$ cat src/pkg/adc_pf_pkg.sv
// package: register map, fields and timing for the converter control block
package adc_pf_pkg;
    localparam int ADDR_W = 4;
    localparam int DATA_W = 32;
    localparam int RES_W = 10;
    // register byte addresses
    localparam logic [ADDR_W-1:0] OFS_MODE = 4'h0;
    localparam logic [ADDR_W-1:0] OFS_CHAN = 4'h4;
    localparam logic [ADDR_W-1:0] OFS_RESULT = 4'h8;
    localparam logic [ADDR_W-1:0] OFS_PFMODE = 4'hc;
    // threshold register sits at a second page bit (address 0x10 folded to 4 bits is not possible)
    localparam logic [ADDR_W-1:0] OFS_PFTHR = 4'h2;
    localparam logic [ADDR_W-1:0] OFS_STATUS = 4'h6;
    // mode register fields
    localparam int MODE_RUN_BIT = 7;
    localparam int MODE_TSEL_HI = 5;
    localparam int MODE_TSEL_LO = 3;
    localparam int MODE_CMP_BIT = 0;
    localparam int CHAN_W = 3;
    // power-fail mode fields
    localparam int PF_EN_BIT = 7;
    localparam int PF_BELOW_BIT = 6;
    localparam int PF_FLAG_BIT = 0;
    // timing
    localparam int CLK_MHZ = 100;
    localparam int SETTLE_US = 14;
    localparam int SETTLE_CYC = SETTLE_US * CLK_MHZ;
    localparam int TSEL_BASE_CYC = 64;
    localparam int FIRST_EXTRA_CYC = 32;
    localparam int CNT_W = 16;
    localparam logic [7:0] CHAN_RESERVED_MASK = 8'hf8;

    typedef enum logic [1:0] {
        conv_idle,
        conv_first,
        conv_run
    } conv_e;

    typedef struct packed {
        logic [ADDR_W-1:0] address;
        logic read;
        logic write;
        logic [DATA_W-1:0] writedata;
    } bus_req_s;

    typedef struct packed {
        logic [DATA_W-1:0] readdata;
        logic waitrequest;
    } bus_rsp_s;
endpackage

$ cat src/hw/adc_powerfail_control.sv
// converter control: registers, wait-cycle insertion, conversion timing, power-fail compare
`timescale 1ns/1ps
`default_nettype none
module adc_powerfail_control
    import adc_pf_pkg::*;
#(
    parameter int RESULT_W = RES_W
) (
    // clock and reset
    input wire logic sys_clk,
    input wire logic rst,
    // avalon-mm slave
    input wire logic [ADDR_W-1:0] address,
    input wire logic read,
    input wire logic write,
    input wire logic [DATA_W-1:0] writedata,
    output logic [DATA_W-1:0] readdata,
    output logic waitrequest,
    // analog front end
    input wire logic [RESULT_W-1:0] sample_value,
    output logic [CHAN_W-1:0] sample_channel,
    output logic comparator_on,
    // system
    input wire logic standby,
    output logic conversion_done_irq,
    output logic powerfail_irq
);
    initial begin
        if (RESULT_W < 8 || RESULT_W > 16) begin
            $error("RESULT_W out of range");
        end
        if (SETTLE_CYC >= (1 << CNT_W)) begin
            $error("settle count does not fit the counter");
        end
    end

    typedef struct packed {
        logic [7:0] converter_mode_reg;
        logic [7:0] channel_select_reg;
        logic [RESULT_W-1:0] conversion_result_reg;
        logic [7:0] powerfail_mode_reg;
        logic [7:0] powerfail_threshold_reg;
        conv_e conv_state;
        logic [CNT_W-1:0] conv_cnt;
        logic [CNT_W-1:0] settle_cnt;
        logic waited;
        logic [DATA_W-1:0] rdata;
        logic done_irq;
        logic pf_irq;
        logic pending;
        logic [RESULT_W-1:0] pending_val;
    } state_s;

    state_s cur;
    state_s next_cur;

    logic needs_wait;
    logic mode_wr;
    logic chan_wr;
    logic res_rd;
    logic conv_end;
    logic [CNT_W-1:0] tsel_cyc;
    logic [7:0] sample8;

    // wait-cycle registers: channel write, result read, power-fail writes
    always_comb begin
        needs_wait = 1'b0;
        if (write && (address == OFS_CHAN || address == OFS_PFMODE || address == OFS_PFTHR)) begin
            needs_wait = 1'b1;
        end
        if (read && address == OFS_RESULT) begin
            needs_wait = 1'b1;
        end
    end

    assign waitrequest = needs_wait && !cur.waited;
    assign mode_wr = write && !waitrequest && address == OFS_MODE;
    assign chan_wr = write && !waitrequest && address == OFS_CHAN;
    assign res_rd = read && !waitrequest && address == OFS_RESULT;
    assign tsel_cyc = CNT_W'(TSEL_BASE_CYC) << cur.converter_mode_reg[MODE_TSEL_HI:MODE_TSEL_LO];
    assign conv_end = cur.conv_state != conv_idle && cur.conv_cnt == '0;
    assign sample8 = sample_value[RESULT_W-1 -: 8];

    always_comb begin
        next_cur = cur;
        next_cur.done_irq = 1'b0;
        next_cur.pf_irq = 1'b0;
        next_cur.waited = needs_wait && !cur.waited;
        // settling counter after comparator enable
        if (!cur.converter_mode_reg[MODE_CMP_BIT]) begin
            next_cur.settle_cnt = '0;
        end else if (cur.settle_cnt != CNT_W'(SETTLE_CYC)) begin
            next_cur.settle_cnt = cur.settle_cnt + 1'b1;
        end
        // deferred result store after a same-cycle read
        if (cur.pending) begin
            next_cur.conversion_result_reg = cur.pending_val;
            next_cur.pending = 1'b0;
        end
        // conversion engine
        case (cur.conv_state)
            conv_idle: begin
                if (cur.converter_mode_reg[MODE_RUN_BIT] && !standby) begin
                    next_cur.conv_state = conv_first;
                    next_cur.conv_cnt = tsel_cyc + CNT_W'(FIRST_EXTRA_CYC);
                end
            end
            conv_first, conv_run: begin
                if (!cur.converter_mode_reg[MODE_RUN_BIT] || standby) begin
                    next_cur.conv_state = conv_idle;
                end else if (conv_end) begin
                    next_cur.conv_state = conv_run;
                    next_cur.conv_cnt = tsel_cyc - 1'b1;
                    if (!(mode_wr || chan_wr)) begin
                        if (res_rd) begin
                            next_cur.pending = 1'b1;
                            next_cur.pending_val = sample_value;
                        end else begin
                            next_cur.conversion_result_reg = sample_value;
                        end
                        if (cur.powerfail_mode_reg[PF_EN_BIT]) begin
                            if ((sample8 < cur.powerfail_threshold_reg) == cur.powerfail_mode_reg[PF_BELOW_BIT]) begin
                                next_cur.powerfail_mode_reg[PF_FLAG_BIT] = 1'b1;
                                next_cur.pf_irq = 1'b1;
                            end else begin
                                next_cur.powerfail_mode_reg[PF_FLAG_BIT] = 1'b0;
                            end
                        end else begin
                            next_cur.done_irq = 1'b1;
                        end
                    end
                end else begin
                    next_cur.conv_cnt = cur.conv_cnt - 1'b1;
                end
            end
            default: next_cur.conv_state = conv_idle;
        endcase
        // register writes; mode/channel write restarts timing and spoils the result
        if (write && !waitrequest) begin
            case (address)
                OFS_MODE: begin
                    next_cur.converter_mode_reg = writedata[7:0];
                    next_cur.conv_state = conv_idle;
                    next_cur.pending = 1'b0;
                end
                OFS_CHAN: begin
                    next_cur.channel_select_reg = writedata[7:0] & ~CHAN_RESERVED_MASK;
                    next_cur.conv_state = conv_idle;
                    next_cur.pending = 1'b0;
                end
                OFS_PFMODE: next_cur.powerfail_mode_reg = {writedata[7:1], cur.powerfail_mode_reg[PF_FLAG_BIT]};
                OFS_PFTHR: next_cur.powerfail_threshold_reg = writedata[7:0];
                default: ;
            endcase
        end
        // status word: busy, steady run, settled; registered so a no-wait read sees the live state
        next_cur.rdata = '0;
        if (next_cur.conv_state != conv_idle) begin
            next_cur.rdata[0] = 1'b1;
        end
        if (next_cur.conv_state == conv_run) begin
            next_cur.rdata[1] = 1'b1;
        end
        if (next_cur.settle_cnt == CNT_W'(SETTLE_CYC)) begin
            next_cur.rdata[2] = 1'b1;
        end
    end

    always_ff @(posedge sys_clk or posedge rst) begin
        if (rst) begin
            cur <= '0;
        end else begin
            cur <= next_cur;
        end
    end

    // read data is combinational from the decode held one cycle: answer on the edge where waitrequest is low
    always_comb begin
        readdata = '0;
        if (read) begin
            case (address)
                OFS_MODE: readdata[7:0] = cur.converter_mode_reg;
                OFS_CHAN: readdata[7:0] = cur.channel_select_reg;
                OFS_RESULT: readdata[RESULT_W-1:0] = cur.conversion_result_reg;
                OFS_PFMODE: readdata[7:0] = cur.powerfail_mode_reg;
                OFS_PFTHR: readdata[7:0] = cur.powerfail_threshold_reg;
                OFS_STATUS: readdata[2:0] = cur.rdata[2:0];
                default: readdata = '0;
            endcase
        end
    end

    assign sample_channel = cur.channel_select_reg[CHAN_W-1:0];
    assign comparator_on = cur.converter_mode_reg[MODE_CMP_BIT] && !standby;
    assign conversion_done_irq = cur.done_irq;
    assign powerfail_irq = cur.pf_irq;
endmodule
`default_nettype wire

$ cat config.mk
export PLATFORM = sky130hd
export DESIGN_NAME = adc_powerfail_control
export DESIGN_NICKNAME = d
export VERILOG_FILES = /design/src/pkg/adc_pf_pkg.sv /design/src/hw/adc_powerfail_control.sv
export SDC_FILE = /design/constraint.sdc
export NUM_CORES = 1
export LEC_CHECK = 0
export BUFFER_PORTS_ARGS = -buffer_cell sky130_fd_sc_hd__buf_2
export CAP_MARGIN = 20
export CELL_PAD_IN_SITES_DETAIL_PLACEMENT = 0
export CELL_PAD_IN_SITES_GLOBAL_PLACEMENT = 1
export CORE_ASPECT_RATIO = 0.7
export CORE_MARGIN = 3
export CORE_UTILIZATION = 30
export CTS_CLUSTER_SIZE = 20
export DETAILED_ROUTE_END_ITERATION = 16
export PLACE_DENSITY = 0.7
export SYNTH_ARGS = -nofsm -noshare
export SYNTH_HDL_FRONTEND = slang
export SYNTH_SLANG_ARGS = --single-unit
$ cat constraint.sdc
create_clock -name sys_clk -period 2.4 [get_ports sys_clk]
set_input_delay 0.12 -clock sys_clk [delete_from_list [all_inputs] [get_ports sys_clk]]
set_output_delay 0.12 -clock sys_clk [all_outputs]
set_load 0.01 [all_outputs]
# Yosys cells after proc, flatten, opt, wreduce, memory -nomap -nowiden
# Cells that the tools add are included.
# Widths: inputs -> output; s select.
dict set report totals {
  wordCells 113
  latch_bits 0
  rom_bits 0
  input_bits 51
  output_inout_bits 39
  n_memories 0
  ramBits 0
  regBits 88
}
dict set report classes {
  reduce_logical 33
  div 0
  n_shift 1
  bitwise 2
  eq_ne 14
  addsub 4
  mul 0
  n_lt_le_gt_ge 1
  muxes 43
}
# op n
set op_table {}
lappend op_table {{$mux 10} 7}
lappend op_table {{$mux 16} 4}
lappend op_table {{$mux 13} 4}
lappend op_table {{$pmux 16 s2} 1}
lappend op_table {{$sub 16x1->16 const B} 2}
lappend op_table {{$mux 11} 2}
lappend op_table {{$pmux 5 s4} 1}
lappend op_table {{$mux 18} 1}
lappend op_table {{$pmux 3 s6} 1}
lappend op_table {{$add 16x1->16 const B} 1}
lappend op_table {{$add 16x6->16 const B} 1}
lappend op_table {{$eq 16x11->1 const B} 1}
lappend op_table {{$logic_not 16->1} 1}
lappend op_table {{$mux 1} 16}
lappend op_table {{$ne 16x11->1 const B} 1}
lappend op_table {{$shl 7x3->16 const A} 1}
lappend op_table {{$logic_and 1x1->1} 11}
lappend op_table {{$eq 4x3->1 const B} 2}
lappend op_table {{$eq 4x4->1 const B} 2}
lappend op_table {{$lt 8x8->1} 1}
lappend op_table {{$mux 2} 4}
lappend op_table {{$mux 8} 1}
lappend op_table {{$reduce_and 2->1} 4}
lappend op_table {{$ne 2x2->1 const B} 3}
lappend op_table {{other kinds (14)} 25}

# Logic depth before layout (Yosys ltp)
# Gate-level depths: netlist of the first run.
dict set report depth {
  depth_word 19
  depth_mapped 10
  ltp_nobuf 7
}

# Worst setup path before layout of the first run
# No wires, ideal clock.
dict set report synth_path {
  path_kind {register -> register}
  start {reg cur[78] (netlist name)}
  end {reg cur[88] (netlist name)}
  path_buffers 2
  path_slack_ps -201
  path_stages_with_launch 10
  synth_period_minus_slack_ps 2601
  arrival_ps 2474
  setup_ps 127
  required_ps 2273
  cell_sequence {dfrtp_1 inv_1 ha_1 or4_1 buf_2 or2_4 or4_1 buf_2 nor2_1 mux2_1}
}
dict set report synth_via {
  elab_chain_cells 7
  word_cells_on_any_way 10
  cone_classes {2 x eq/ne; 5 x mux; 3 x reduce/logical}
}
# item line
set synth_lines {}
lappend synth_lines {{from (decl)} adc_powerfail_control.sv:54} ;# state_s cur;
lappend synth_lines {{from (signal assigned)} adc_powerfail_control.sv:173} ;# cur <= next_cur;
lappend synth_lines {{$reduce_bool 2->1} adc_powerfail_control.sv:81} ;# assign conv_end = cur.conv_state != conv_idle && cur.conv_cnt == '0;
lappend synth_lines {{$logic_and 1x1->1} adc_powerfail_control.sv:81}
lappend synth_lines {{$mux 1} adc_powerfail_control.sv:111} ;# end else if (conv_end) begin
lappend synth_lines {{$mux 1} adc_powerfail_control.sv:109} ;# if (!cur.converter_mode_reg[MODE_RUN_BIT] || standby) begin
lappend synth_lines {{$mux 1 *} adc_powerfail_control.sv:101} ;# case (cur.conv_state)
lappend synth_lines {{$mux 1} adc_powerfail_control.sv:140} ;# case (address)
lappend synth_lines {{$mux 11 *} adc_powerfail_control.sv:139} ;# if (write && !waitrequest) begin
# Every way passes the cells marked *; elsewhere a longest branch is shown, timed or not. The select of a mux whose other input is x is not followed.
# A chain may end at the register's enable or synchronous reset.

# Worst setup path in the final report of the first run
dict set report layout_path {
  start {reg cur[79] (netlist name)}
  end {reg cur[88] (netlist name)}
}
# The elaborated chain is that of the path after synthesis.

==> impl_results.md, run 1 <==
* Final hold viol count at 0
* RSZ-0062 raised after global routing: yes
* Post-Syn Instances at ~560
* CTS tree: built
* Syn avg cell area at 9.54 sq um
* Area contributors post-synth: dfrtp_1, mux2_2, mux2i_1
* Pint at about 0.0033 W
* Number of global-route vias before repair at about 4500
* Setup WS pre-CTS at -0.136 ns
* Final Worst Setup Slack at between 0.07 and 0.08 ns
* Diode count at 0
* Vias at around 4600
* DRC at 0
* Normalized max-slew margin at approximately 46%
* Worst hold slack at 0.0363 ns
* Layout Skew at between 0.01 and 0.015 ns
* Wire per inst at 17.2 um
* Fmax at about 430 MHz
* Hpwl dp at 11300 um
* Routed Wire Length at about 15000 um
* Crit end category: flop
* Netlist cell types at roughly 70
* Kind of critical path: flop to flop
* Outcome: completed
* Port bufs at 43
* Fin crit period at 2.33 ns
* Req. time, crit path at 2.62 ns
* Ys async rst share at 100%
* Max Cap Viol at 0
* First-pass GRT wire length at roughly 24000 um
* P_sw at approximately 0.0018 W
* Tcrit/Tclk final at between 90 and 100%
* Yosys Warn Count at 0
* Root Driver: clkbuf_16
* Pwr Total at ~0.0051 W
* Final setup viols at 0
* Critical path peak fanout at 5
* Area Growth Syn to Fin at 18.7%
* Nets at 693
* Synth Cell Area at 5370 sq um
* Initial cell density of the core at a little under a third
* Register bit count reported by yosys at just under 90
* Initial DRC count at around 360
* Post-synth top flop: dfrtp_1
* CTS Buffer Depth at 2
* H-tree depth at 3
* Pwr/cell area at 794 nW/um^2
* Crit path arrival time at around 2.6 ns
* Leak at 2.80 nW
* GRT Util Overall at between 10% and 20%
* CP Launch Type: flop
* Row cnt at 40
* Most frequent cell after synthesis: dfrtp_1
* Largest net degree at the start of global routing at 46
* Commonest cells in the synthesized netlist: dfrtp_1, nand2_1, mux2_2
* Die Ht at 118 um
* Leading area contributor after synthesis: dfrtp_1
* Placeable Area at 17400 sq um
* Share of layout cells above drive strength 1 at 25.2%
* Worst-path clk slew at roughly 0.070 ns
* Clk_lat worst skew at between 0.3 and 0.4 ns
* Yosys top cell area share at between 40% and 50%
* GRT overflow at 0
* Clock share of power at between 20 and 30%
* Sw frac at about 36%
* VDD IR-drop max at 0.321 mV
* Cell Count, Final, Fillers Out at around 870
* Dpl cells at approximately 850
* Post-synth EDFFs at 0
* Post-DP Area at approximately 6000 sq um
* Layout fillers at ~1700
* Post-route cell area at ~6400 sq um
* Antenna violations before repair at 1
* Hold Path Class: primary input to flop
* First drt pass iteration count at 5
* Die width at approximately 170 um
* Setup Buffers After CTS at 0
* Via-to-Cell Ratio at ~5.3
* Max Slew Vio Count at 0
* CTS Sinks at a little under 90
* Worst-Margin Slew at around 0.80 ns
* CTS Buf Count at 9
* Register area share after synthesis at 41.0%
* Reg power frac at between 30 and 40%
* I/O pin cnt at 90
* Remaining antenna violation count at 0
* Die ar. at about 20000 sq um
* Combinational share of power at 31.7%
* Placer Congestion at 0.847
==> worst max-delay path, cell delays in order (launching register included) <==
cell and delay, ns:
dfrtp_1 0.36, inv_1 0.05, ha_2 0.18, or4_4 0.42
or2_4 0.25, or4_4 0.53, nor2_2 0.12, mux2_4 0.30
==> stage by stage <==
step	setup TNS, ns	utilization [%]
final	0	36.7
after global routing	-0.0769	36.7
after CTS	0	36.4
after detailed placement	-0.776	34.5
after global placement	-0.0285	34.5
after floorplan	-0.669	-
==> repair_timing <==
action / in CTS / in global routing
hold endpoints to repair: 42 / 0
resized for setup: 1 / 15
setup endpoints to repair: 12 / 25
pin swaps: 1 / 0
hold buffers: 1 / 0
==> per-layer routing <==
metal | wire, um | share of wire [%] | global-route usage (%) | vias up
li1 | - | - | - | 2164
met1 | 7450 | 50 | 23.6 | 2242
met2 | 6300 | 42 | 21.4 | 144
met3 | 943 | 6.3 | 3.36 | 16
met4 | 153 | 1.0 | 3.22 | 2
met5 | 7 | 0.047 | 0 | -
==> path summary, 6_finish.rpt <==
kind                                   start             endpoint  slack, ns  depth (start not counted)
worst min-delay path            writedata[5]              cur[85]       0.04                          3
worst min register to register       cur[95]  conversion_done_irq       0.49                          1
min in group asynchronous                rst              cur[58]       0.45                          3
max in group asynchronous                rst              cur[62]       1.29                          4
worst max register to register       cur[79]              cur[88]       0.07                          7
worst max-delay path                 cur[79]              cur[88]       0.07                          7
==> power groups by stage <==
stage | Combinational [W] | Clock [W] | Sequential, W
3_5_place_dp | 0.00154 | 0 | 0.00203
4_1_cts | 0.00156 | 0.00150 | 0.00200
2_1_floorplan | 0.00107 | 0 | 0.00190
6_report | 0.00160 | 0.00146 | 0.00200
3_3_place_gp | 0.00150 | 0 | 0.00201
5_1_grt | 0.00176 | 0.00157 | 0.00204
==> sequential cells by signal, summed over array words and instances (netlist names) <==
register,cells
conversion_done_irq,1
sample_channel,3
cur,83
powerfail_irq,1
==> area by class of cell <==
cell class / instances / area, sq um / area share [%]
clock buffer: 10 / 239 / 3.75
timing repair buffer: 88 / 568 / 8.91
clock inverter: 6 / 67.6 / 1.06
sequential: 88 / 2200 / 34.5
tap: 231 / 289 / 4.53
multi-input combinational: 421 / 2930 / 45.9
inverter: 22 / 83.8 / 1.32
==> cell usage in the layout (no fill, tap or decap), types with 5 or more instances in the layout <==
cell type   n
a21oi_1    20
dfrtp_1    88
mux2_2     32
xor2_1      6
nand3b_1    5
ha_1       11
nand4_1    11
clkbuf_16   9
nor2_1     28
conb_1     22
nand2b_1   14
inv_1      21
and3_1      5
buf_2      43
and2_1     14
mux2i_1    22
nand2_1    35
nor4_1      8
nor3_1     23
buf_4      43
o21ai_0    22
or3_1       6
nand3_1    16
nor2b_1    11
a22o_1      5
==> kinds of logic after synthesis <==
group / after synthesis / share of synthesized area (%)
compound gates: 108 / 13.9
xor+xnor: 10 / 1.63
fa+ha+maj: 12 / 2.80
buf+inv: 75 / 7.34
flops: 88 / 41.0
mux: 55 / 11.0
other cells: 1 / 0.0698
simple gates: 214 / 22.2
Power figures use the tool's default switching activity.
==> run 2, diff against run 1 <==
--- a/config.mk
+++ b/config.mk
@@ -11,10 +11,10 @@
 export CELL_PAD_IN_SITES_GLOBAL_PLACEMENT = 1
 export CORE_ASPECT_RATIO = 0.7
 export CORE_MARGIN = 3
-export CORE_UTILIZATION = 30
+export CORE_UTILIZATION = 39
 export CTS_CLUSTER_SIZE = 20
 export DETAILED_ROUTE_END_ITERATION = 16
-export PLACE_DENSITY = 0.7
+export PLACE_DENSITY = 0.85
 export SYNTH_ARGS = -nofsm -noshare
 export SYNTH_HDL_FRONTEND = slang
 export SYNTH_SLANG_ARGS = --single-unit
==> run 2 against run 1 <==
Compared with the run above:
- power is 3.3% lower
- sequential share of layout area grew 0.73 points
- combinational power is 4% lower
- die area is 22% lower
- design area is 2.1% lower
- clock skew is 0.00054 ns lower
- via count increased by 0.85%
- worst hold slack improved by 0.0039 ns
- sequential cell count unchanged
==> impl_results.md, run 2 (synthesis gave the netlist of run 1 again) <==
* Outcome: completed
* Worst-path clk slew at roughly 0.070 ns
* CP max stage cell: or3_1
* CTS tree: built
* Crit end category: flop
* CTS Buffer Depth at 2
* Wire per inst at around 17 um
* Normalized max-slew margin at a little over half
* Area Growth Syn to Fin at 16.3%
* Met1 Usage GRT at 26.3%
* Row cnt at 35
* Port bufs at between 40 and 50
* Setup TNS at 0 ns
* Remaining antenna violation count at 0
* Crit path largest cell delay at roughly 0.44 ns
* CP Launch Type: flop
* Diode count at 0
* Cells on worst reg2reg path at 8
* Combinational share of power at between 30% and 40%
* I/O pin cnt at 90
* Reg power frac at roughly 40%
* Worst path bufs/invs at 2
* Crit path arrival time at around 2.5 ns
* RR Endpoint: cur[77]
* Number of global-route vias before repair at around 4400
* Die width at between 100 and 150 um
* Kind of critical path: flop to flop
* Final Worst Setup Slack at just over 0.06 ns
* Hpwl dp at ~10000 um
* VDD IR-drop max at 0.408 mV
* Final setup viols at 0
* P_sw at between 0.0015 and 0.002 W
* Share of layout cells above drive strength 1 at a little under a quarter
* Root Driver: clkbuf_16
* First-pass GRT wire length at around 23000 um
* Clock share of power at between 20% and 30%
* CP delay by family, top: simple AND/OR/NAND/NOR gates
* DRC at 0
* Sw frac at 35.9%
* Worst hold endpoint: cur[86]
* H-tree depth at 3
* Fmax at about 430 MHz
* Initial DRC count at ~340
* Die Ht at approximately 100 um
* Placer Congestion at 0.897
* Max reg flops at a little over 80
* Fin crit period at ~2.3 ns
* Max Slew Vio Count at 0
* Placeable Area at about 13000 sq um
* Max Cap Viol at 0
* R2R Path Start: cur[79]
* Most frequent cells in the layout: dfrtp_1, buf_2, nand2_1
* CTS Sinks at 88
* Worst-Margin Slew at 0.712 ns
* Layout Skew at 0.0106 ns
* Met2 Use GR at 27.7%
* Dpl cells at a little under 800
* Setup WS pre-CTS at -0.0568 ns
* Met3 global-route usage at under 10%
* Cell Chain, Critical Path: inv_1 -> ha_2 -> or4_4 -> or2_4 -> buf_4 -> or3_1 -> o211ai_1 -> o21ai_0
* Pint at roughly 0.0031 W
* Largest net degree at the start of global routing at 89
* Cell Count, Final, Fillers Out at between 800 and 900
* First drt pass iteration count at 5
* GRT overflow at 0
* Vias at 4607
* Hold Startpoint: writedata[6]
* Tcrit/Tclk final at 97.4%
* Nets at 685
* Die ar. at 15200 sq um
* Initial cell density of the core at 40.3%
* Worst R2R Setup Slack at roughly 0.062 ns
* Leak at 2.76 nW
* GRT Util Overall at ~18%
* Biggest register: cur
* Req. time, crit path at around 2.6 ns
* Final hold viol count at 0
* CTS Buf Count at 9
* Hold Path Class: primary input to flop
* Critical path peak fanout at 5
* Antenna violations before repair at 0
* Via-to-Cell Ratio at between 5 and 6
* Pwr/cell area at 784 nW/um^2
* Routed Wire Length at 13900 um
* Hold Path Depth at 3
* Clk_lat worst skew at ~0.34 ns
* Gr busiest metal: met2
* Commonest non-fill, non-tap cell in the layout: dfrtp_1
-- run 2: layer usage --
layer  wire (um)  part of all wire [%]
met1        6290                    45
met2        6330                    46
met3        1190                   8.6
met4          99                  0.71
met5           0                     0
-- run 2: final cells by class --
cell class                 count  area [sq um]
clock buffer                  10           239
timing repair buffer          80           524
tap                          185           231
multi-input combinational    421          2910
sequential                    88          2200
inverter                      22          83.8
fill                        1266          7070
clock inverter                 6          51.3
-- run 2: metrics by stage --
step | area [sq um] | hold WS, ns | total power, W | util (%)
2_1_floorplan | 5460 | 0.237 | 0.00297 | -
3_3_place_gp | 5880 | 0.251 | 0.00345 | 44.2
3_5_place_dp | 5880 | 0.262 | 0.00351 | 44.2
4_1_cts | 6190 | 0.0197 | 0.00489 | 46.5
5_1_grt | 6240 | 0.0405 | 0.00520 | 46.9
6_report | 6240 | 0.0401 | 0.00489 | 46.9
-- run 2: worst min-delay path, stage by stage --
cell	delay, ns
buf_2	0.11
nand2_1	0.05
o21ai_0	0.07
-- run 2: worst max-delay path by stage --
stage	from	end	slack (ns)	cells past startpoint
2_1_floorplan	cur[79]	cur[88]	-0.13	9
3_3_place_gp	cur[79]	cur[88]	0.02	7
3_5_place_dp	cur[79]	cur[88]	-0.06	7
4_1_cts	cur[79]	cur[105]	-0.009	8
5_1_grt	cur[79]	cur[88]	-0.008	7
6_report	cur[79]	cur[77]	0.06	8
-- run 2: power by group through the flow --
stage / sequential (W) / combinational [W] / clock [W]
3_3_place_gp: 0.00201 / 0.00144 / 0
6_report: 0.00201 / 0.00154 / 0.00135
3_5_place_dp: 0.00202 / 0.00148 / 0
4_1_cts: 0.00200 / 0.00150 / 0.00140
2_1_floorplan: 0.00190 / 0.00107 / 0
5_1_grt: 0.00205 / 0.00169 / 0.00146
-- run 2: timing repair --
| action | CTS | global route |
|---|---|---|
| hold endpoints to repair | 88 | 0 |
| gates resized for setup | 2 | 11 |
| pin swaps | 0 | 1 |
| hold buffers | 1 | 0 |
| buffers inserted | 0 | 1 |
| endpoints found under the setup margin | 10 | 19 |
==> run 3, diff against run 2 <==
==> constraint.sdc (replaced) <==
create_clock -name sys_clk -period 2.4 [get_ports sys_clk]
set_input_delay 0 -clock sys_clk [delete_from_list [all_inputs] [get_ports sys_clk]]
set_output_delay 0 -clock sys_clk [all_outputs]
set_load 0.01 [all_outputs]
==> run 3 against run 2 <==
Compared with the run above:
- count of clock-buffer cells in the layout up 1
- first-iteration DRC count up 7.8%
- sequential power about the same
- non-clock buffer count up 19
- cell count up 2.3%
- power up 3.7%
- worst hold slack better by 0.0099 ns
- register-to-register slack better by 0.03 ns
- critical path type unchanged
- largest cell class unchanged
==> impl_results.md, run 3 (synthesis gave the netlist of run 1 again) <==
* Outcome: completed
* Worst-Margin Slew at 0.625 ns
* Met1 wire length at slightly below 7000 um
* Initial cell density of the core at approximately two fifths
* CTS Buf Count at 9
* Hold Path Class: primary input to flop
* H-tree depth at 3
* Kind of critical path: flop to flop
* Die Ht at about 100 um
* Die ar. at around 15000 sq um
* Max reg flops at between 80 and 90
* Area Growth Syn to Fin at 19.6%
* Share of layout cells above drive strength 1 at between 20% and 30%
* Via-to-Cell Ratio at 5.57
* Multi-input gate area in the final layout at roughly 2900 sq um
* VDD IR-drop max at 0.377 mV
* Critical path peak fanout at 4
* Port bufs at between 40 and 50
* Routed Wire Length at 14300 um
* Fmax at roughly 430 MHz
* Number of global-route vias before repair at 4484
* Hold Path Depth at 2
* Max Slew Vio Count at 0
* Final Worst Setup Slack at 0.0945 ns
* Row cnt at 35
* DRC at 0
* Biggest register: cur
* Max Cap Viol at 0
* Req. time, crit path at 2.62 ns
* Vias at between 4000 and 5000
* Sequential Area at about 2200 sq um
* Wire per inst at approximately 17 um
* Cells on worst reg2reg path at 7
* CTS Buffer Depth at 2
* Worst R2R Setup Slack at around 0.094 ns
* Commonest non-fill, non-tap cell in the layout: dfrtp_1
* CTS Sinks at 88
* Setup WS pre-CTS at -0.0523 ns
* Antenna violations before repair at 0
* Wire length on met2 at ~6400 um
* Placer Congestion at 0.862
* Layout Utilization at between 40% and 50%
* Hpwl dp at 10600 um
* First-pass GRT wire length at between 20000 and 25000 um
* First drt pass iteration count at 7
* Normalized max-slew margin at between 50% and 60%
* Tcrit/Tclk final at around 96%
* Layout fillers at approximately 1300
* Highest metal used: met4
* Largest net degree at the start of global routing at ~90
* Crit end category: flop
* GRT overflow at 0
* RSZ-0062 raised after global routing: no
* Met3 wire length at just under 1000 um
* CTS tree: built
* Initial DRC count at 371
* Root Driver: clkbuf_16
* Layout Skew at 0.00811 ns
* Nets at 704
* Fin crit period at around 2.3 ns
* Most frequent cells in the layout: dfrtp_1, buf_2, buf_4
* Pwr/cell area at around 790 nW/um^2
* I/O pin cnt at 90
* CP Launch Type: flop
* Worst-path clk slew at roughly 0.06 ns
* Placeable Area at roughly 13000 sq um
* Leak at 2.83 nW
* GRT Util Overall at between 10% and 20%
* Crit path arrival time at about 2.5 ns
* Clk_lat worst skew at 0.34 ns
* Diode count at 0
* Remaining antenna violation count at 0
* Die width at about 150 um
* Final setup viols at 0
* Final hold viol count at 0
## run 3: changes by cell type in the layout (fill, tap and decap cells not counted), moves of 2 or more
cell           before  now
buf_4              33   36
dlygate4sd3_1       1   19
clkinv_4            3    1
inv_6               2    0
bufinv_16           0    2
clkbuf_1            0    2
nor3_2              6    2
nor3_1             22   26
## run 3: layer usage
layer | track usage, % | up-vias
li1 | - | 2176
met1 | 27.1 | 2268
met2 | 28.0 | 162
met3 | 4.92 | 24
met4 | 4.56 | 0
met5 | 0 | -
## run 3: area by class of cell
class,instances,area share (%)
multi-input cells,421,45.0
flip-flops and latches,88,34.3
repair buffers,99,10.8
clock buffers,11,3.63
well taps,185,3.61
inverters,22,1.31
clock inverters,5,1.27
## run 3: worst paths after layout
path | end | from
setup reg to reg | cur[88] | cur[79]
setup / recovery | cur[88] | cur[79]
hold reg to reg | cur[88] | cur[88]
hold / removal | cur[45] | address[0]
min in group asynchronous | cur[57] | rst
max in group asynchronous | cur[6] | rst
## run 3: through the flow
step | cell area (sq um) | std cells | hold WS (ns) | power [W] | setup TNS, ns
global route | 6420 | 831 | 0.0673 | 0.00540 | 0
CTS | 6390 | 830 | 0.0341 | 0.00506 | 0
global placement | 5880 | 795 | 0.128 | 0.00347 | 0
finish | 6420 | 831 | 0.0500 | 0.00507 | 0
floorplan | 5460 | 584 | 0.0464 | 0.00297 | -0.669
detailed placement | 5880 | 795 | 0.133 | 0.00353 | -0.166
## run 3: power breakdown
group          leakage, nW  internal, W  switching, W
clock                0.150     0.000913      0.000575
sequential            1.11      0.00172      0.000283
combinational         1.58     0.000703      0.000880
## run 3: worst max-delay path, stage by stage (launching register included)
cell and delay [ns]:
dfrtp_1 0.35, inv_1 0.06, ha_2 0.18, or4_4 0.42, or2_4 0.24, or4_4 0.52
nor2_2 0.10, mux2_1 0.32
## run 3: timing repair
action                                 CTS  global route
hold buffers                            19             0
gates resized for setup                  2             7
pin swaps                                0             1
setup endpoints to repair                9            28
buffers inserted                         0             1
endpoints found under the hold margin  132             0
gates cloned                             0             0
